**src/shared/mstsel_defines.vh**
```
// Register map, field positions and reset values of the strobe timing select block
`ifndef MSTSEL_DEFINES_VH
`define MSTSEL_DEFINES_VH

// ----------------------------------------------------------------
// Register map
// ----------------------------------------------------------------
`define MSTSEL_TIMING_IDX     6'h19
`define MSTSEL_TIMING_ADDR    8'h64

// ----------------------------------------------------------------
// Fields of memory_strobe_timing
// ----------------------------------------------------------------
`define MSTSEL_BIT_WRITE_ZERO 0
`define MSTSEL_BIT_WRITE_ONE  1
`define MSTSEL_BIT_READ_ZERO  2
`define MSTSEL_BIT_READ_ONE   3
`define MSTSEL_USED_MASK      4'hf
`define MSTSEL_TIMING_RESET   4'h0

`endif

```
**src/design/mstsel_top.v**
```verilog
// Memory strobe timing select: Wishbone register and four strobe shapers
//
// Overview of operation
// - Extended timing lengthens strobes by half clock
// - Bit 3 picks read strobe one timing
// - Bit 2 picks read strobe zero timing
// - Bit 1 picks write strobe one timing
// - Bit 0 picks write strobe zero timing
`include "mstsel_defines.vh"

module mstsel_top #(
	parameter ADDR_W = 8
) (
	// Clock and reset
	input  wire              i_sys_clk,
	input  wire              i_rst_b,
	// Wishbone slave
	input  wire              i_wb_cyc,
	input  wire              i_wb_stb,
	input  wire              i_wb_we,
	input  wire [ADDR_W-1:0] i_wb_adr,
	input  wire [3:0]        i_wb_sel,
	input  wire [31:0]       i_wb_dat,
	output wire [31:0]       o_wb_dat,
	output wire              o_wb_ack,
	// Sequencer requests, active high
	input  wire              i_read_req_zero,
	input  wire              i_read_req_one,
	input  wire              i_write_req_zero,
	input  wire              i_write_req_one,
	// Memory strobes, active low
	output wire              o_read_strobe_zero_b,
	output wire              o_read_strobe_one_b,
	output wire              o_write_strobe_zero_b,
	output wire              o_write_strobe_one_b
);

	// ----------------------------------------------------------------
	// Address decode
	// ----------------------------------------------------------------
	function hit_timing;
		input [ADDR_W-1:0] adr;
		begin
			hit_timing = (adr[ADDR_W-1:2] == `MSTSEL_TIMING_IDX);
		end
	endfunction

	reg  [3:0]  timing_q;
	reg  [3:0]  timing_d;
	reg         ack_q;
	reg  [31:0] rdat_q;
	reg  [31:0] rdat_d;
	wire        req;

	assign req = i_wb_cyc & i_wb_stb & ~ack_q;

	// ----------------------------------------------------------------
	// Register write and read
	// ----------------------------------------------------------------
	always @*
	begin
		timing_d = timing_q;
		rdat_d   = 32'h00000000;
		if (req && hit_timing(i_wb_adr))
			rdat_d = {28'h0000000, timing_q};
		// Write lands at the edge where the master samples ack
		// Reserved bits dropped
		if (i_wb_cyc && i_wb_stb && ack_q && i_wb_we && i_wb_sel[0] && hit_timing(i_wb_adr))
			timing_d = i_wb_dat[3:0] & `MSTSEL_USED_MASK;
	end

	always @(posedge i_sys_clk or negedge i_rst_b)
	begin
		if (!i_rst_b)
		begin
			timing_q <= `MSTSEL_TIMING_RESET;
			ack_q    <= 1'b0;
			rdat_q   <= 32'h00000000;
		end
		else
		begin
			timing_q <= timing_d;
			ack_q    <= req;
			rdat_q   <= rdat_d;
		end
	end

	assign o_wb_ack = ack_q;
	assign o_wb_dat = rdat_q;

	// ----------------------------------------------------------------
	// Strobe shapers
	// ----------------------------------------------------------------
	// A timing change during an access can shorten that one strobe;
	// software should change the bits only between memory cycles.
	// Read strobe zero select
	mstsel_shaper #(.IS_WRITE(0)) u_read_zero (
		.i_sys_clk  (i_sys_clk),
		.i_rst_b    (i_rst_b),
		.i_extend   (timing_q[`MSTSEL_BIT_READ_ZERO]),
		.i_req      (i_read_req_zero),
		.o_strobe_b (o_read_strobe_zero_b)
	);

	mstsel_shaper #(.IS_WRITE(0)) u_read_one (
		.i_sys_clk  (i_sys_clk),
		.i_rst_b    (i_rst_b),
		.i_extend   (timing_q[`MSTSEL_BIT_READ_ONE]),
		.i_req      (i_read_req_one),
		.o_strobe_b (o_read_strobe_one_b)
	);

	mstsel_shaper #(.IS_WRITE(1)) u_write_zero (
		.i_sys_clk  (i_sys_clk),
		.i_rst_b    (i_rst_b),
		.i_extend   (timing_q[`MSTSEL_BIT_WRITE_ZERO]),
		.i_req      (i_write_req_zero),
		.o_strobe_b (o_write_strobe_zero_b)
	);

	mstsel_shaper #(.IS_WRITE(1)) u_write_one (
		.i_sys_clk  (i_sys_clk),
		.i_rst_b    (i_rst_b),
		.i_extend   (timing_q[`MSTSEL_BIT_WRITE_ONE]),
		.i_req      (i_write_req_one),
		.o_strobe_b (o_write_strobe_one_b)
	);

endmodule

```
**src/design/mstsel_shaper.v**
```verilog
// One memory strobe shaper with normal or extended timing on half-clock resolution
module mstsel_shaper #(
	parameter IS_WRITE = 0
) (
	// Clock and reset
	input  wire i_sys_clk,
	input  wire i_rst_b,
	// Control
	input  wire i_extend,
	input  wire i_req,
	// Strobe pin, active low
	output wire o_strobe_b
);

	// ----------------------------------------------------------------
	// Rising and falling edge stages
	// ----------------------------------------------------------------
	reg  rise_q;
	reg  fall_q;
	reg  fall2_q;
	wire active;

	always @(posedge i_sys_clk or negedge i_rst_b)
	begin
		if (!i_rst_b)
			rise_q <= 1'b0;
		else
			rise_q <= i_req;
	end

	// Falling-edge stages give the half-clock steps
	always @(negedge i_sys_clk or negedge i_rst_b)
	begin
		if (!i_rst_b)
		begin
			fall_q  <= 1'b0;
			fall2_q <= 1'b0;
		end
		else
		begin
			fall_q  <= i_req;
			fall2_q <= rise_q;
		end
	end

	// ----------------------------------------------------------------
	// Strobe shape
	// ----------------------------------------------------------------
	// Terms are chosen so that each transition is caused by one flop only,
	// which keeps the pin free of glitches at the edges.
	generate
		if (IS_WRITE != 0)
		begin : g_write
			assign active = (i_extend ? fall_q : rise_q) | fall2_q;
		end
		else
		begin : g_read
			assign active = rise_q | (i_extend & fall_q & i_req);
		end
	endgenerate

	assign o_strobe_b = ~active;

endmodule

```
**config.mk**
```make
export PLATFORM = sky130hd
export DESIGN_NAME = mstsel_top
export DESIGN_NICKNAME = d
export VERILOG_FILES = /design/src/design/mstsel_top.v /design/src/design/mstsel_shaper.v
export VERILOG_INCLUDE_DIRS = /design/src /design/src/shared
export SDC_FILE = /design/constraint.sdc
export NUM_CORES = 1
export LEC_CHECK = 0
export ABC_AREA = 1
export BUFFER_PORTS_ARGS = -buffer_cell sky130_fd_sc_hd__buf_2
export CORE_MARGIN = 2
export CORE_UTILIZATION = 35
export DETAILED_ROUTE_END_ITERATION = 7
export PLACE_DENSITY = 0.75
export SYNTH_ARGS = -nofsm -noshare
export SYNTH_HDL_FRONTEND = slang
export SYNTH_SLANG_ARGS = --single-unit
```
**constraint.sdc**
```tcl
create_clock -name i_sys_clk -period 1.5 [get_ports i_sys_clk]
set_clock_uncertainty 0.2 [all_clocks]
set_input_delay 0.15 -clock i_sys_clk [delete_from_list [all_inputs] [get_ports i_sys_clk]]
set_output_delay 0.15 -clock i_sys_clk [all_outputs]
set_load 0.02 [all_outputs]
```
==> impl_results.md, run 1 <==
* GRT Residual Overflow at 0
* Initial drt markers at 2
* Share of synthesized area occupied by flip-flops and latches at 0.520
* CTS sink cnt at 19
* Die Wd at 55.1 um
* Htree depth at 1
* Most frequent cell after synthesis: buf_4
* Synth area leader: dfrtp_1
* CP Max Fanout at 1
* Post-synth top cells: buf_4, dfrtp_1, nand2_1
* Via count at between 600 and 700
* GPL Wtd Cong at about 0.68
* Post-place instance area at 1030 um^2
* Post-layout util at 0.489
* Yosys top cell area share at 0.356
* Wire per inst at between 9 and 10 um
* IO Count at 90
* DR pass1 iterations at 4
* Synth Instances at about 90
* Critical Path RT at around 1.2 ns
* Synth area leaders: dfrtp_1, buf_4, dfrtn_1, nand2_1, inv_1
* Final Cell Area at 1210 um^2
* Mux share of post-synthesis cell area at 0
* Die height at 55.1 um
* Syn Std Cell Area at about 900 um^2
* Number of synthesized register bits at 19
* Avg Cell Area, Syn at 10.3 um^2
* Root Buffer Master: clkbuf_4
* Most used flip-flop cell after synthesis: dfrtp_1
* Yosys warns at 0
* Area Growth Syn to Fin at 32.6%
* Status: complete, but fails checks
* Vias/cell at 3.95
* Post-synthesis compound-gate area fraction at 0.0356
* Failing checks: negative setup slack
* Hold Crit Class: input pin to flip-flop
* Post-route DRC violation count at 0
* Hold path depth at 5
* Die Footprint at between 3000 and 4000 um^2
* First-pass GRT wire length at 2440 um
* Reg clk slew, reported paths at around 0.090 ns
* GRT Total Usage at 0.118
* Setup TNS at -2.43 ns
* Vias in the first global route at slightly below 600
* R2r setup slk at ~0.020 ns
* Setup Fix Bufs, Post-CTS at 0
* Antenna violations before repair at 0
* Final slew viol count at 0
* CP Launch Type: flip-flop
* VDD IR-drop max at approximately 0.00043 V
* Worst setup endpoint: o_write_strobe_one_b
* FF-to-FF End: u_write_one.fall2_q$_DFF_NN0_
* Net count reported at finish at between 150 and 200
* Initial Util at 0.369
* PwrDens at just under 800 nW/um^2
* Crit path from: u_write_one.fall_q$_DFF_NN0_
* Max Root-Sink Buffers at 2
* Post-Route WL at roughly 1600 um
* Synth Area in XOR/XNOR at 0
* CP Data Arrival Time at roughly 1.8 ns
* Std-Cell Rows at 18
* CTS buffer count at 3
* Critical Path End Type: output port
* Largest family of logic cells by synthesized area: buffers and inverters
* Fin cells at about 170
* Post-DP HPWL at approximately 1100 um
* Lkg Pwr at approximately 0.64 nW
* Placed cells at roughly 150
* Final Hold Viols at 0
* Antenna Nets Post-Route at 0
* Worst reg-to-reg path cell count at 0
* Largest net degree at the start of global routing at 15
* Setup WS post-layout at -0.621 ns
* Antenna diodes at 0
* RSZ-0062 raised after global routing: yes
* Adder-cell share of the synthesized area at 0
* R2r startpoint: u_write_one.rise_q$_DFF_PN0_
* Synth unique cells at 13
* Max-cap violations at 0
* Core area at between 2000 and 2500 um^2
* Ratio of cells with drive above 1 in the final layout at 0.360
* Synth Area in Simple Gates at 0.174
* Asr flop ratio synth at 1.00
* Number of synthesized flops with an enable pin at 0
* CTS tree: done
* Worst skew pair latency at around 0.28 ns
* Total Power at 0.963 mW
* Crit Path Class: flip-flop to output port
* # setup viols final at 4
* Number of buffers added on ports at 28
## worst min-delay path by stage
stage	from	end	slack, ns
floorplan	i_rst_b	o_wb_ack$_DFF_PN0_	-0.35
global placement	i_rst_b	o_wb_dat[0]$_DFF_PN0_	-0.15
detailed placement	i_rst_b	o_wb_dat[0]$_DFF_PN0_	-0.14
CTS	i_wb_sel[0]	timing_q[1]$_DFFE_PN0P_	0.03
global route	i_wb_we	timing_q[2]$_DFFE_PN0P_	0.04
finish	i_wb_we	timing_q[1]$_DFFE_PN0P_	0.04
## layout by cell type (no fill, tap or decap)
cell type,instances
clkbuf_1,1
inv_1,5
nand2_1,13
dfrtn_1,6
nor2_4,3
nor2_1,4
conb_1,28
buf_2,24
dfrtp_1,13
a211oi_4,2
nor2_2,1
nand4_1,4
nand3_2,3
buf_4,3
inv_2,4
buf_6,4
dlygate4sd3_1,13
a31o_2,2
clkbuf_4,3
## power by group
part           internal [mW]  switching [mW]
clock                  0.103           0.140
combinational         0.0677           0.115
sequential             0.529         0.00790
total                  0.700           0.263
## cells by family after synthesis
family,Yosys count
other cells,1
compound gates,4
buf+inv,37
flops,19
simple gates,28
## metrics by stage
stage                     hold WS, ns  setup WS, ns
final                          0.0400        -0.621
after global routing           0.0417        -0.688
after CTS                      0.0333        -0.639
after detailed placement       -0.140        -0.354
after global placement         -0.152        -0.331
after floorplan                -0.346        -0.267
## area by class of cell
type | instances | area (um^2)
tap | 30 | 37.5
inverter | 9 | 33.8
sequential | 19 | 475
clock buffer | 4 | 26.3
timing repair buffer | 44 | 318
multi-input combinational | 60 | 322
fill | 241 | 1260
## worst max-delay path, stage by stage, from the launching register on
cell and delay [ns]:
dfrtn_1 0.33, nand2_1 0.08, inv_2 0.04, a211oi_4 0.15, buf_6 0.14
## what timing repair did
item,CTS,global route
hold endpoints to repair,23,0
gates resized for setup,10,0
setup endpoints to repair,4,4
pin swaps,0,0
hold buffers,13,0
## per-layer routing
layer  share of wire  routed length (um)  up-vias  GRT usage
li1                -                   -      315          -
met1            0.36                 579      298      0.132
met2            0.53                 850       40      0.210
met3           0.099                 158        2     0.0323
met4          0.0081                  13        0     0.0488
met5               0                   0        -          0
Power figures use the tool's default switching activity.
==> run 2: changes to the inputs <==
--- a/config.mk
+++ b/config.mk
@@ -8,8 +8,8 @@
 export LEC_CHECK = 0
 export ABC_AREA = 1
 export BUFFER_PORTS_ARGS = -buffer_cell sky130_fd_sc_hd__buf_2
-export CORE_MARGIN = 2
 export CORE_UTILIZATION = 35
+export CTS_BUF_LIST = sky130_fd_sc_hd__clkbuf_8 sky130_fd_sc_hd__clkbuf_16
 export DETAILED_ROUTE_END_ITERATION = 7
 export PLACE_DENSITY = 0.75
 export SYNTH_ARGS = -nofsm -noshare
==> run 2 against run 1 <==
  * The flow still finishes with violations (negative setup slack)
  * Core utilization shrank 0.86 points
  * Clock-buffer cell count shrank 1
  * Critical path type unchanged
  * Power grew 8.2%
  * Wire length shrank 13%
  * Highest routed layer is now met3
==> impl_results.md, run 2 (synthesis results as in run 1) <==
* Status: complete, but fails checks
* Failing checks: negative setup slack
* Area Growth Syn to Fin at 30.2%
* Critical Path End Type: output port
* Post-route DRC violation count at 0
* Internal at between 0.7 and 0.8 mW
* Vias in the first global route at approximately 560
* Worst skew pair latency at around 0.25 ns
* Final Cell Area at approximately 1200 um^2
* Via count at between 600 and 700
* Hold path depth at 4
* GR Layer Usage met3 at 0.0259
* Final slew viol count at 0
* Crit Path Class: flip-flop to output port
* Hold_sp: i_wb_adr[3]
* Std-Cell Rows at 18
* CTS tree: done
* Reg power frac at 0.516
* CTS sink cnt at 19
* Max-cap violations at 0
* Total Power at 1.04 mW
* First-pass GRT wire length at approximately 2200 um
* Crit-path cells: nand2_1, inv_2, a211oi_4, buf_6
* Final Hold Viols at 0
* Post-Route WL at ~1400 um
* Vias/cell at 3.88
* Sw Ratio at 0.260
* Wire per inst at roughly 8.6 um
* IO Count at 90
* PwrDens at roughly 900 nW/um^2
* Root Buffer Master: clkbuf_8
* Net count reported at finish at between 150 and 200
* Hold Crit Class: input pin to flip-flop
* Endpoint with the worst hold slack: timing_q[1]$_DFFE_PN0P_
* Routing usage on met1 at 0.120
* R2r startpoint: u_write_zero.rise_q$_DFF_PN0_
* Die Wd at 53.1 um
* CTS buffer count at 3
* Lkg Pwr at ~0.63 nW
* FF-to-FF End: u_write_zero.fall2_q$_DFF_NN0_
* Die height at 53.1 um
* Setup TNS at -2.30 ns
* Initial Util at 0.369
* GPL Wtd Cong at between 0.7 and 0.8
* Antenna violations before repair at 0
* GRT Residual Overflow at 0
* CP Data Arrival Time at roughly 1.7 ns
* Antenna diodes at 0
* VDD IR-drop max at ~0.00053 V
* Number of buffers added on ports at 28
* NetSw at roughly 0.27 mW
* Reg clk slew, reported paths at 0.06 ns
* # setup viols final at 4
* Fillcell total at between 200 and 300
* Ratio of cells with drive above 1 in the final layout at 0.371
* Antenna Nets Post-Route at 0
* GRT Total Usage at 0.113
* Met2 Usage GRT at 0.207
* Worst reg-to-reg path cell count at 0
* DR pass1 iterations at 4
* Die Footprint at approximately 2800 um^2
* Commonest non-fill, non-tap cell in the layout: conb_1
* Largest net degree at the start of global routing at 15
* Post-place instance area at roughly 1000 um^2
* Post-DP HPWL at approximately 1100 um
* Most frequent cells in the layout: conb_1, buf_2, nand2_1, dfrtp_1, dlygate4sd3_1
* Placed cells at ~150
* Initial drt markers at 6
* RSZ-0062 raised after global routing: yes
* Crit path max-delay cell type: dfrtn_1
* Setup Slack @ Placement at -0.341 ns
* Power share of the clock group at 0.320
* Critical path's largest stage delay at around 0.32 ns
* R2r setup slk at approximately 0.040 ns
* Layer with the highest usage: met2
* Fin cells at between 150 and 200
* CP Max Fanout at 1
* Combinational Power Share at 0.165
* Critical Path RT at between 1 and 1.5 ns
* Setup WS post-layout at -0.592 ns
* Max Root-Sink Buffers at 2
* CP Launch Type: flip-flop
* Htree depth at 1
* Core area at between 2000 and 2500 um^2
## run 2: cell count changes in the layout (fill, tap and decap cells not counted), sizes merged
cell | before | now
clkbuf | 4 | 3
dlygate4sd3 | 13 | 9
inv | 9 | 10
## run 2: how the worst max path moves through the flow
stage,startpoint,cells after the start,slack [ns],to
floorplan,u_write_one.fall_q$_DFF_NN0_,3,-0.27,o_write_strobe_one_b
global placement,u_write_one.fall_q$_DFF_NN0_,4,-0.33,o_write_strobe_one_b
detailed placement,u_write_zero.fall_q$_DFF_NN0_,4,-0.34,o_write_strobe_zero_b
CTS,u_write_one.fall_q$_DFF_NN0_,4,-0.61,o_write_strobe_one_b
global route,u_write_one.fall_q$_DFF_NN0_,4,-0.64,o_write_strobe_one_b
finish,u_write_one.fall_q$_DFF_NN0_,4,-0.59,o_write_strobe_one_b
## run 2: what timing repair did
item,CTS,global route
setup endpoints to repair,4,4
setup buffers,0,0
resized for setup,9,1
gates cloned,0,0
hold buffers,9,0
endpoints found under the hold margin,21,0
## run 2: power groups by stage
stage               Clock (mW)  Combinational, mW  Sequential (mW)
floorplan                    0              0.148            0.549
global placement             0              0.145            0.546
detailed placement           0              0.147            0.547
CTS                      0.346              0.173            0.538
global route             0.364              0.190            0.539
finish                   0.333              0.172            0.538
## run 2: layout make-up
type | count | area (um^2) | share of cell area
clock buffer | 3 | 41.3 | 0.0347
clock inverter | 1 | 3.75 | 0.00315
inverter | 9 | 33.8 | 0.0284
multi-input combinational | 60 | 322 | 0.270
sequential | 19 | 475 | 0.399
timing repair buffer | 40 | 278 | 0.233
tap | 30 | 37.5 | 0.0315
## run 2: per-stage QoR
stage,utilization,hold WS [ns]
floorplan,-,-0.346
global placement,0.416,-0.154
detailed placement,0.416,-0.144
CTS,0.481,0.0108
global route,0.481,0.0273
finish,0.481,0.0110
## run 2: worst max-delay path, delay by kind of cell, from the launching register on
family | cells | cell delay (ns)
flip-flops | 1 | 0.32
AND/OR/NAND/NOR | 1 | 0.07
AO/OA/AOI/OAI | 1 | 0.15
buffers and inverters | 2 | 0.18
## run 2: layer usage
metal | vias to the layer above | wire length [um]
met5 | - | 0
met4 | 0 | 0
met3 | 0 | 109
met2 | 39 | 739
met1 | 286 | 540
li1 | 304 | -
==> run 3: changes to the inputs <==
--- a/config.mk
+++ b/config.mk
@@ -8,6 +8,7 @@
 export LEC_CHECK = 0
 export ABC_AREA = 1
 export BUFFER_PORTS_ARGS = -buffer_cell sky130_fd_sc_hd__buf_2
+export CORE_ASPECT_RATIO = 1.2
 export CORE_UTILIZATION = 35
 export CTS_BUF_LIST = sky130_fd_sc_hd__clkbuf_8 sky130_fd_sc_hd__clkbuf_16
 export DETAILED_ROUTE_END_ITERATION = 7
==> run 3 against run 2 <==
  * The flow still finishes with violations (negative setup slack)
  * Die area about the same
  * Combinational power increased by 3%
  * Sequential cell count unchanged
  * Core utilization increased by 3.0 points
  * First-iteration DRC count down 50%
  * Setup slack got worse by 0.054 ns
  * Global-route usage is 0.70 points higher
  * Wire length up 4.5%
  * Non-clock buffer count up 2
  * Clock power increased by 5%
  * Register-to-register slack got worse by 0.02 ns
  * Worst hold slack improved by 0.0036 ns
  * Critical endpoint unchanged
  * Largest power group unchanged
==> impl_results.md, run 3 (synthesis results as in run 1) <==
* Status: complete, but fails checks
* Failing checks: negative setup slack
* Largest net degree at the start of global routing at 15
* GRT Total Usage at 0.120
* Antenna Nets Post-Route at 0
* Hold Crit Class: input pin to flip-flop
* Critical Path End Type: output port
* VDD IR-drop max at around 0.00042 V
* Setup WS post-layout at -0.646 ns
* Root Buffer Master: clkbuf_8
* Net count reported at finish at 188
* GPL Wtd Cong at 0.820
* Initial Util at 0.385
* R2r setup slk at around 0.020 ns
* Via count at around 650
* Antenna violations before repair at 0
* CTS sink cnt at 19
* R2r startpoint: u_write_zero.rise_q$_DFF_PN0_
* Max Root-Sink Buffers at 2
* Crit Path Class: flip-flop to output port
* Post-DP HPWL at roughly 1100 um
* Die Footprint at 2820 um^2
* Post-layout util at 0.511
* Number of buffers added on ports at 28
* CP Launch Type: flip-flop
* Worst skew pair latency at 0.26 ns
* Worst setup endpoint: o_write_strobe_one_b
* Vias/cell at approximately 3.9
* CTS buffer count at 3
* Post-Route WL at roughly 1500 um
* # setup viols final at 4
* Vias in the first global route at between 600 and 700
* Crit path from: u_write_one.fall_q$_DFF_NN0_
* Worst reg-to-reg path cell count at 0
* Max-cap violations at 0
* Hold_sp: i_wb_stb
* Area Growth Syn to Fin at 32.7%
* Setup Slack @ Placement at -0.392 ns
* PwrDens at between 800 and 900 nW/um^2
* Ratio of cells with drive above 1 in the final layout at 0.373
* Wire per inst at 8.79 um
* Hold_ws at approximately 0.015 ns
* Commonest non-fill, non-tap cell in the layout: conb_1
* Critical Path RT at about 1.2 ns
* DR pass1 iterations at 3
* Post-place instance area at ~1000 um^2
* First-pass GRT wire length at 2420 um
* RSZ-0062 raised after global routing: yes
* Die Wd at 48.7 um
* CP Max Fanout at 1
* Most frequent cells in the layout: conb_1, buf_2, nand2_1, dfrtp_1, dlygate4sd3_1
* Placed cells at 150
* Final slew viol count at 0
* Final Cell Area at between 1000 and 1500 um^2
* FF-to-FF End: u_write_zero.fall2_q$_DFF_NN0_
* IO Count at 90
* Final Hold Viols at 0
* Antenna diodes at 0
* Die height at between 50 and 60 um
* GRT Residual Overflow at 0
* CTS tree: done
* Htree depth at 1
* Fin cells at between 150 and 200
* Post-route DRC violation count at 0
* Lkg Pwr at 0.638 nW
* Initial drt markers at 3
* CP Data Arrival Time at approximately 1.8 ns
* Std-Cell Rows at 19
* Reg clk slew, reported paths at ~0.070 ns
* Core area at 2380 um^2
==> run 3: changes by cell type in the layout (fill, tap and decap cells not counted), sizes merged <==
| cell | change |
|---|---|
| inv | -1 |
| dlygate4sd3 | +2 |
| clkinv | +1 |
==> run 3: worst min-delay path by stage <==
| stage | slack [ns] | to | cells past startpoint |
|---|---|---|---|
| after detailed placement | -0.15 | o_wb_dat[0]$_DFF_PN0_ | 1 |
| after floorplan | -0.35 | o_wb_ack$_DFF_PN0_ | 0 |
| after CTS | 0.01 | o_wb_ack$_DFF_PN0_ | 3 |
| final | 0.01 | o_wb_ack$_DFF_PN0_ | 3 |
| after global routing | 0.01 | o_wb_ack$_DFF_PN0_ | 3 |
| after global placement | -0.15 | o_wb_dat[0]$_DFF_PN0_ | 1 |
==> run 3: final cells by class <==
| cell class | count | area (um^2) |
|---|---|---|
| sequential | 19 | 475 |
| fill | 224 | 1160 |
| timing repair buffer | 42 | 298 |
| inverter | 9 | 33.8 |
| tap | 31 | 38.8 |
| clock buffer | 3 | 41.3 |
| clock inverter | 1 | 5.00 |
| multi-input combinational | 60 | 322 |
==> run 3: stage by stage <==
step | TNS (ns) | total power [mW]
2_1_floorplan | -0.954 | 0.698
3_3_place_gp | -1.27 | 0.691
3_5_place_dp | -1.37 | 0.695
4_1_cts | -2.43 | 1.08
5_1_grt | -2.56 | 1.10
6_report | -2.39 | 1.07
==> run 3: per-layer routing <==
layer  vias up  global-route usage  share of wire
met5         -                   0              0
met4         0               0.101          0.029
met3         3              0.0236          0.078
met2        40               0.222           0.57
met1       296               0.113           0.32
li1        312                   -              -
==> run 3: what timing repair did <==
item                                    4_1_cts  5_1_grt
gates resized for setup                      10        0
buffers inserted                              0        0
hold buffers                                 11        0
hold endpoints to repair                     21        0
endpoints found under the setup margin        4        4
cloned                                        0        0
==> run 3: where the power goes <==
part | internal [mW] | total (mW) | leakage, nW | switching, mW
logic | 0.0642 | 0.177 | 0.371 | 0.113
registers | 0.530 | 0.538 | 0.241 | 0.00859
clock network | 0.185 | 0.350 | 0.0255 | 0.165
==> run 3: critical path: stages (launching register included) <==
cell      delay (ns)
dfrtn_1         0.34
nand2_1         0.08
inv_2           0.05
a211oi_4        0.17
buf_6           0.15
